**src/rtl/uaf_pkg.sv**
```systemverilog
/*
  Shared constants and carrier types for the unaligned access fault flag.
  Assumes a single processor clock and that the load/store unit reports
  accesses as one-cycle pulses on the same clock.
*/
package uaf_pkg;

  // ----------------------------------------------------------------------
  // Fault status layout
  // ----------------------------------------------------------------------
  localparam logic [11:0] UAF_STATUS_OFFSET = 12'hd28;  // Status word offset
  localparam int          UAF_FLAG_BIT      = 24;       // Flag position
  localparam logic        UAF_FLAG_RESET    = 1'h0;     // Flag reset value

  // Access kind reported with each load/store
  typedef enum logic [2:0] {
    UAF_KIND_SINGLE = 3'h1,
    UAF_KIND_MULTI  = 3'h2,
    UAF_KIND_DUAL   = 3'h4
  } uaf_kind_t;

  // Access report from the load/store logic
  typedef struct packed {
    logic      valid;
    logic      unaligned;
    uaf_kind_t kind;
  } uaf_access_t;

  // Register write path into the status word
  typedef struct packed {
    logic        wr_en;
    logic [11:0] addr;
    logic [31:0] wdata;
  } uaf_wr_t;

endpackage : uaf_pkg

```
**src/rtl/uaf_flag.sv**
```systemverilog
/*
  Sticky unaligned trap flag within the configurable fault status word.
  Holds the flag register, its write-one-to-clear decode, a registered
  fault strobe and the checks that guard them.
  Assumes the processor clock, a synchronous active-low reset, and that
  the write path and access reports are synchronous to CLK, so no
  synchroniser sits on any input.
  Other fault status bits live elsewhere and are not decoded here.
*/
`timescale 1ns/1ps
`default_nettype none

module uaf_flag
(
  // Clock and reset
  input  wire logic                 CLK,
  input  wire logic                 RST_N,
  // Load/store access report
  input  wire uaf_pkg::uaf_access_t ACCESS,
  // Trap enable from the control register
  input  wire logic                 TRAP_EN,
  // Register write path
  input  wire uaf_pkg::uaf_wr_t     WR,
  // Status outputs
  output logic                      UNALIGNED_TRAP_FLAG,
  output logic                      FAULT_PULSE
);
  import uaf_pkg::*;

  // ----------------------------------------------------------------------
  // Fault detection
  // ----------------------------------------------------------------------
  // Decision, decode and state
  logic fault;
  logic addr_hit;
  logic bit_hit;
  logic clr_hit;
  logic flag_q;
  logic flag_d;
  logic pulse_q;

  // Classification kept apart so other fault bits can share it
  uaf_trap_decide u_decide (
    .acc     (ACCESS),
    .trap_en (TRAP_EN),
    .fault   (fault)
  );

  // Write-one-to-clear decode at the flag's position
  // Only the full word offset is matched; byte lanes are not modelled
  assign addr_hit = WR.wr_en && (WR.addr == UAF_STATUS_OFFSET);
  assign bit_hit  = WR.wdata[UAF_FLAG_BIT];
  assign clr_hit  = addr_hit && bit_hit;

  // ----------------------------------------------------------------------
  // Sticky flag
  // ----------------------------------------------------------------------
  // Set wins over clear so a fault in the clearing cycle is not lost
  always_comb
  begin
    flag_d = flag_q;
    if (clr_hit)
    begin
      flag_d = 1'b0;
    end
    if (fault)
    begin
      flag_d = 1'b1;
    end
  end

  // Flag register, synchronous reset only
  always_ff @(posedge CLK)
  begin
    if (!RST_N)
    begin
      flag_q <= UAF_FLAG_RESET;
    end
    else
    begin
      flag_q <= flag_d;
    end
  end

  // Registered fault strobe for the exception entry logic
  always_ff @(posedge CLK)
  begin
    if (!RST_N)
    begin
      pulse_q <= 1'b0;
    end
    else
    begin
      pulse_q <= fault;
    end
  end

  // Outputs straight from the flops, no logic after them
  assign UNALIGNED_TRAP_FLAG = flag_q;
  assign FAULT_PULSE         = pulse_q;

  // ----------------------------------------------------------------------
  // Checks: setting the flag
  // ----------------------------------------------------------------------
  // Only design-driven values are judged; the access report and write
  // path are taken as given from the load/store unit.

  // Wide transfers cannot be split, so they fault with trapping off
  multi_always_a : assert property (@(posedge CLK) disable iff (!RST_N)
    (ACCESS.valid && ACCESS.unaligned &&
     (ACCESS.kind == UAF_KIND_MULTI || ACCESS.kind == UAF_KIND_DUAL)) |=> UNALIGNED_TRAP_FLAG)
    else $error("multi or dual unaligned access did not set flag");

  // A clear flag stays clear without a trapping access
  single_gated_a : assert property (@(posedge CLK) disable iff (!RST_N)
    (!UNALIGNED_TRAP_FLAG && !(ACCESS.valid && ACCESS.unaligned && (TRAP_EN || ACCESS.kind != UAF_KIND_SINGLE)))
    |=> !UNALIGNED_TRAP_FLAG)
    else $error("flag set without a trapping access");

  // With trapping on every unaligned access faults
  fault_sets_a : assert property (@(posedge CLK) disable iff (!RST_N)
    (ACCESS.valid && ACCESS.unaligned && TRAP_EN) |=> (UNALIGNED_TRAP_FLAG && FAULT_PULSE))
    else $error("enabled unaligned access did not fault");

  // Single access with trapping on sets the flag
  single_on_a : assert property (@(posedge CLK) disable iff (!RST_N)
    (ACCESS.valid && ACCESS.unaligned && ACCESS.kind == UAF_KIND_SINGLE && TRAP_EN) |=> UNALIGNED_TRAP_FLAG)
    else $error("trapped single access did not set flag");

  // Single access with trapping off completes quietly
  single_off_a : assert property (@(posedge CLK) disable iff (!RST_N)
    (ACCESS.valid && ACCESS.unaligned && ACCESS.kind == UAF_KIND_SINGLE && !TRAP_EN && !UNALIGNED_TRAP_FLAG)
    |=> !UNALIGNED_TRAP_FLAG)
    else $error("untrapped single access set flag");

  // Wide transfers strobe the fault even with trapping off
  wide_no_enable_a : assert property (@(posedge CLK) disable iff (!RST_N)
    (ACCESS.valid && ACCESS.unaligned && !TRAP_EN &&
     (ACCESS.kind == UAF_KIND_MULTI || ACCESS.kind == UAF_KIND_DUAL)) |=> FAULT_PULSE)
    else $error("wide unaligned access gave no fault strobe");

  // Aligned accesses never fault
  aligned_ignored_a : assert property (@(posedge CLK) disable iff (!RST_N)
    (ACCESS.valid && !ACCESS.unaligned && !UNALIGNED_TRAP_FLAG) |=> (!UNALIGNED_TRAP_FLAG && !FAULT_PULSE))
    else $error("aligned access faulted");

  // No report, no fault
  invalid_ignored_a : assert property (@(posedge CLK) disable iff (!RST_N)
    (!ACCESS.valid && !UNALIGNED_TRAP_FLAG) |=> (!UNALIGNED_TRAP_FLAG && !FAULT_PULSE))
    else $error("flag set with no access reported");

  // The enable alone must not set anything
  enable_no_effect_a : assert property (@(posedge CLK) disable iff (!RST_N)
    (TRAP_EN && !ACCESS.valid && !UNALIGNED_TRAP_FLAG) |=> !UNALIGNED_TRAP_FLAG)
    else $error("trap enable alone set flag");

  // Every rise of the flag traces back to a fault
  rise_needs_fault_a : assert property (@(posedge CLK) disable iff (!RST_N)
    $rose(UNALIGNED_TRAP_FLAG) |-> $past(fault))
    else $error("flag rose without a fault");

  // ----------------------------------------------------------------------
  // Checks: clearing and holding
  // ----------------------------------------------------------------------
  // Write one with no fault in the same cycle clears
  w1c_clear_a : assert property (@(posedge CLK) disable iff (!RST_N)
    (clr_hit && !fault) |=> !UNALIGNED_TRAP_FLAG)
    else $error("write one did not clear flag");

  // Without a write one the flag holds
  w0_keeps_a : assert property (@(posedge CLK) disable iff (!RST_N)
    (UNALIGNED_TRAP_FLAG && !clr_hit) |=> UNALIGNED_TRAP_FLAG)
    else $error("flag dropped without write one");

  // Zero in the flag's bit leaves it alone
  zero_write_keeps_a : assert property (@(posedge CLK) disable iff (!RST_N)
    (UNALIGNED_TRAP_FLAG && WR.wr_en && !WR.wdata[UAF_FLAG_BIT]) |=> UNALIGNED_TRAP_FLAG)
    else $error("write zero cleared flag");

  // Writes to other offsets leave it alone
  wrong_addr_keeps_a : assert property (@(posedge CLK) disable iff (!RST_N)
    (UNALIGNED_TRAP_FLAG && WR.wr_en && WR.addr != UAF_STATUS_OFFSET) |=> UNALIGNED_TRAP_FLAG)
    else $error("write to another offset cleared flag");

  // Set wins so a fault in the clearing cycle is kept
  set_wins_a : assert property (@(posedge CLK) disable iff (!RST_N)
    (clr_hit && fault) |=> UNALIGNED_TRAP_FLAG)
    else $error("clear beat a simultaneous fault");

  // A repeat fault on a set flag keeps it set
  sticky_fault_a : assert property (@(posedge CLK) disable iff (!RST_N)
    (UNALIGNED_TRAP_FLAG && fault) |=> UNALIGNED_TRAP_FLAG)
    else $error("repeat fault dropped flag");

  // Only a write one or a reset may lower the flag
  fall_needs_clear_a : assert property (@(posedge CLK) disable iff (!RST_N)
    $fell(UNALIGNED_TRAP_FLAG) |-> ($past(clr_hit) || !$past(RST_N)))
    else $error("flag fell without clear or reset");

  // ----------------------------------------------------------------------
  // Checks: reset and strobe
  // ----------------------------------------------------------------------
  // Reset forces the flag low on the next edge
  reset_zero_a : assert property (@(posedge CLK)
    !RST_N |=> !UNALIGNED_TRAP_FLAG)
    else $error("flag not zero after reset");

  // Reset forces the strobe low as well
  reset_pulse_a : assert property (@(posedge CLK)
    !RST_N |=> !FAULT_PULSE)
    else $error("fault strobe not zero after reset");

  // The strobe is never high without the flag
  pulse_match_a : assert property (@(posedge CLK) disable iff (!RST_N)
    FAULT_PULSE |-> UNALIGNED_TRAP_FLAG)
    else $error("fault pulse without flag");

  // Each fault gives a strobe one cycle later
  pulse_follows_a : assert property (@(posedge CLK) disable iff (!RST_N)
    fault |=> FAULT_PULSE)
    else $error("fault gave no strobe");

  // No fault, no strobe, so the strobe lasts one cycle per fault
  no_pulse_quiet_a : assert property (@(posedge CLK) disable iff (!RST_N)
    !fault |=> !FAULT_PULSE)
    else $error("strobe without a fault");

endmodule : uaf_flag

`default_nettype wire

```
**src/rtl/uaf_trap_decide.sv**
```systemverilog
/*
  Decides whether a reported access raises an unaligned usage fault.
  Assumes the access report and enable come from logic on the same clock.
*/
`timescale 1ns/1ps
`default_nettype none

module uaf_trap_decide
  import uaf_pkg::*;
(
  // Access report
  input  wire uaf_pkg::uaf_access_t acc,
  // Trap enable from the control register
  input  wire logic                 trap_en,
  // Fault decision
  output logic                      fault
);

  // ----------------------------------------------------------------------
  // Decision
  // ----------------------------------------------------------------------
  logic multi_or_dual;

  // Unaligned multi and dual transfers cannot be split, so they always fault
  always_comb
  begin
    multi_or_dual = (acc.kind == UAF_KIND_MULTI) || (acc.kind == UAF_KIND_DUAL);
    fault = acc.valid && acc.unaligned && (multi_or_dual || trap_en);
  end

endmodule : uaf_trap_decide

`default_nettype wire

```
**config.mk**
```make
export PLATFORM = sky130hd
export DESIGN_NAME = uaf_flag
export DESIGN_NICKNAME = d
export VERILOG_FILES = /design/src/rtl/uaf_pkg.sv /design/src/rtl/uaf_flag.sv /design/src/rtl/uaf_trap_decide.sv
export SDC_FILE = /design/constraint.sdc
export NUM_CORES = 1
export LEC_CHECK = 0
export ABC_AREA = 1
export BUFFER_PORTS_ARGS = -buffer_cell sky130_fd_sc_hd__buf_2
export CORE_AREA = 2 2 39 41
export DETAILED_ROUTE_END_ITERATION = 6
export DIE_AREA = 0 0 41 43
export PLACE_DENSITY_LB_ADDON = 0.3
export SETUP_SLACK_MARGIN = 0.3
export SYNTH_ARGS = -nofsm -noshare
export SYNTH_HDL_FRONTEND = slang
export SYNTH_SLANG_ARGS = --single-unit
```
**constraint.sdc**
```tcl
create_clock -name CLK -period 1.43 [get_ports CLK]
set_input_delay 0.286 -clock CLK [delete_from_list [all_inputs] [get_ports CLK]]
set_output_delay 0.286 -clock CLK [all_outputs]
set_load 0.05 [all_outputs]
```
After elaboration in Yosys (flattened, before gate mapping)
Index checks and enable logic that the tools add are counted.
- register bits: 2
- latch bits: 0
- memory bits (writable): 0
- ROM bits: 0
- logic and storage cells: 14
- memories kept: 0
- add/sub/neg operators: 0
- $mul: 0
- div/mod/pow operators: 0
- magnitude comparators: 0
- equality and inequality tests: 3
- shift-type cells: 0
- mux-type cells: 2
- bitwise operators: 0
- reductions and logical operators: 7
- operators by type and width (cell ; number):
    $eq A12 B12 Y1 const B ; 1
    $logic_and A1 B1 Y1 ; 4
    $eq A3 B2 Y1 const B ; 1
    $eq A3 B3 Y1 const B ; 1
    $logic_or A1 B1 Y1 ; 2
    $mux W1 ; 2
    $reduce_bool A2 Y1 ; 1

Longest topological paths before layout
- depth after elaboration: 5
- gate-level depth with buffers: 7
- mapped depth without buffers: 7

Hierarchy
From an unflattened synthesis, not the netlist that was laid out.
- cells, all modules: 35
- area, all modules: 177.7 sq um
- modules (own cells, without submodules) (module ; instances ; cells each ; area an instance (sq um) ; sequential area each (sq um)):
    uaf_flag ; 1 ; 26 ; 132.6 ; 40.0
    uaf_trap_decide ; 1 ; 9 ; 45.0 ; 0.0

Least setup slack after synthesis
OpenSTA, ideal clock, no wires.
- kind: flip-flop to flip-flop
- start: register, netlist name UNALIGNED_TRAP_FLAG
- end: register flag_q, in the netlist UNALIGNED_TRAP_FLAG
- library setup time: 0.058 ns
- arrival time: 0.836 ns
- data required time: 1.372 ns
- path slack: 0.536 ns
- cell stages (with the launch flop): 5
- path buffers: 0
- clock period less this slack: 0.894 ns
- path through: dfxtp_1 -> nand2_1 -> inv_1 -> nand2_1 -> nand2_1
- RTL lines (element ; RTL line ; text):
    end signal, assigned ; uaf_flag.sv:81 ; flag_q <= flag_d;
    end, declared ; uaf_flag.sv:38 ; logic flag_q;

Final worst setup path
- start: register flag_q, in the netlist UNALIGNED_TRAP_FLAG
- end: output UNALIGNED_TRAP_FLAG
- RTL lines (element ; RTL line ; text):
    end, declared ; uaf_flag.sv:25 ; output logic UNALIGNED_TRAP_FLAG,
No word-level cell between the ends.

==> results.py <==
metrics = {
    "outcome": {
        "status": "completed",
    },
    "clock_network": {
        "cts_hold_buf": 0,
        "root_buffer": "clkbuf_4",
        "postCtsSetupBuffers": 0,
        "clkTransAtPathRegs_ns": 0.03,
        "cts_tree": "done",
        "clock_latency_ns": 0.22,
        "h-tree-depth": 1,
        "cts_buffer_depth": 2,
        "cts_made_buffers": 3,
        "cts_sinks": 2,
    },
    "global_route": {
        "grt_pass1_vias": 176,
        "grtUsageMet1_pct": 4.46,
        "grt_max_degree": 3,
        "grt-ovfl-total": 0,
        "grt_busiest_layer": "met2",
        "grt_pass1_wl_um": 545,
        "use_met2_pct": 6.88,
        "track_usage_pct": 4.80,
        "grt_antenna_before_repair": 0,
        "grtUsageMet3_pct": 3.14,
    },
    "power": {
        "p_leak_nw": 0.223,
        "peakVddDrop_v": 0.000198,
        "finalPower_mw": 0.240,
        "powerDensity_nw_per_um2": 748,
    },
    "die": {
        "std_cell_rows": 14,
        "start_util_pct": 11.7,
        "fp.dieW_um": 41,
        "die_h_um": 43,
        "coreArea_um2": 1380,
        "io_pins": 55,
        "dieArea_um2": 1760,
    },
    "detailed_routing": {
        "drc": 0,
        "vias": 245,
        "firstDrtPassIters": 1,
        "antenna_left": 0,
        "drtIter0Drc": 0,
        "drt_wl_total_um": 393,
        "routedWlPerCell_um": 5.24,
        "avgViaCountPerCell": 3.27,
    },
    "synth": {
        "ys_warn_count": 0,
        "netlist_instances": 33,
        "netlist.area_leader.share_pct": 30.2,
        "syn_avg_cell_area_um2": 4.89,
        "yosysUniqueCellTypes": 6,
        "syn_nets": 86,
        "yosysTopAreaCell": "nand2_1",
        "ys_ff_latch": 2,
        "ys_top_cells_by_area": "nand2_1 (30%), dfxtp_1 (25%), inv_1 (19%)",
        "synth_area_um2": 161,
        "ys_seq_area_share_pct": 24.8,
    },
    "sta": {
        "hold_violations": 0,
        "skew_ns": 0,
        "slew_headroom_pct": 83.7,
        "worst_pin_slew_ns": 0.246,
        "slew_violations": 0,
        "max_freq_mhz": 945,
        "fin_crit_sh_pct": 74.0,
        "finalCriticalPeriod_ns": 1.06,
        "final.setup.worst_slack_ns": 0.372,
        "setup_viol_count_final": 0,
        "rsz0062_at_grt": "no",
        "setup-tns-final_ns": 0,
    },
    "placement": {
        "gp_congestion": 0.579,
        "port_buffers": 23,
        "placed_cells": 72,
        "place_ws_ns": 0.465,
    },
    "finish": {
        "mostFrequentLayoutCells": "buf_2 (22), nand2_1 (13), nor2_1 (8), inv_1 (8), clkbuf_4 (4)",
        "areaGrowthSynthToFinish_pct": 99.2,
        "layout_commonest_cell": "buf_2",
        "diodes": 0,
        "nets": 114,
        "nFillCells": 165,
        "multi_input_area_um2": 91.3,
        "instances_no_fill": 75,
        "drive_gt1_share_pct": 44.1,
        "regArea_um2": 40.0,
    },
    "critical_path": {
        "crit_buf_inv": 1,
        "cpPeakStageDelay_ns": 0.32,
        "crit_slowest_cell": "dfxtp_1",
        "crit_family": "flip-flops",
        "worstSetupStartpointType": "flip-flop",
        "cp_cell_sequence": "clkbuf_4",
        "arrival_ns": 0.77,
        "cp.required_ns": 1.14,
        "end_kind": "primary output",
        "crit_fanout": 2,
        "criticalPathCategory": "reg2out",
    },
    "hold_path": {
        "hold_path.class": "in2reg",
    },
    "flow_run": {
        "cap_violations": 0,
    },
}
[metal layers]
| layer | vias to the layer above | share of wire (%) | wire, um |
|---|---|---|---|
| met4 | 0 | 0 | 0 |
| met3 | 0 | 9.4 | 37 |
| met2 | 11 | 48 | 187 |
| met5 | - | 0 | 0 |
| met1 | 89 | 43 | 168 |
| li1 | 145 | - | - |
[where the power goes]
group          total, mW  switching (mW)  internal, mW
logic             0.0580          0.0275        0.0305
registers         0.0606         0.00124        0.0593
clock network      0.122          0.0296        0.0923
[synth_stat cells (all sizes together)]
cell type  number
inv             8
and3            1
nand2          13
or2             1
nor2            8
dfxtp           2
[registers in the layout (all words and copies together) (netlist names)]
register,cells
FAULT_PULSE,1
UNALIGNED_TRAP_FLAG,1
[cell type report]
| type | count | share of cell area (%) |
|---|---|---|
| clock buffer | 3 | 7.00 |
| inverter | 8 | 9.34 |
| multi-input combinational | 23 | 28.4 |
| sequential | 2 | 12.5 |
| tap | 16 | 6.23 |
| timing repair buffer | 23 | 36.6 |
[metrics by stage]
stage                     util [%]  area [um^2]  hold WS [ns]
after CTS                     23.1          319         0.341
after floorplan                  -          161         0.468
after global placement        21.4          297         0.515
after global routing          23.2          322         0.382
after detailed placement      21.4          297         0.518
final                         23.2          322         0.346
[worst min-delay path: cells and delay by family]
kind / cells / cell delay (ns)
buffers and inverters: 3 / 0.14
AND/OR/NAND/NOR: 2 / 0.11
[logic make-up (layout without fill, tap and decap cells)]
family        Yosys count  count (layout)  synth area share, %
buf+inv                 8              34                 18.6
flops                   2               2                 24.8
simple gates           23              23                 56.6
[repair_timing]
item / in CTS / in global routing
endpoints found under the setup margin: 0 / 1
gates resized for setup: 0 / 1
endpoints found under the hold margin: 0 / 0
[worst paths after layout]
| kind | start | cells after the start | end | slack [ns] |
|---|---|---|---|---|
| setup reg to reg | UNALIGNED_TRAP_FLAG | 4 | UNALIGNED_TRAP_FLAG | 0.85 |
| hold reg to reg | UNALIGNED_TRAP_FLAG | 4 | UNALIGNED_TRAP_FLAG | 0.52 |
| setup / recovery | UNALIGNED_TRAP_FLAG | 1 | UNALIGNED_TRAP_FLAG | 0.37 |
| hold / removal | TRAP_EN | 5 | FAULT_PULSE | 0.35 |
Power figures use the tool's default switching activity.
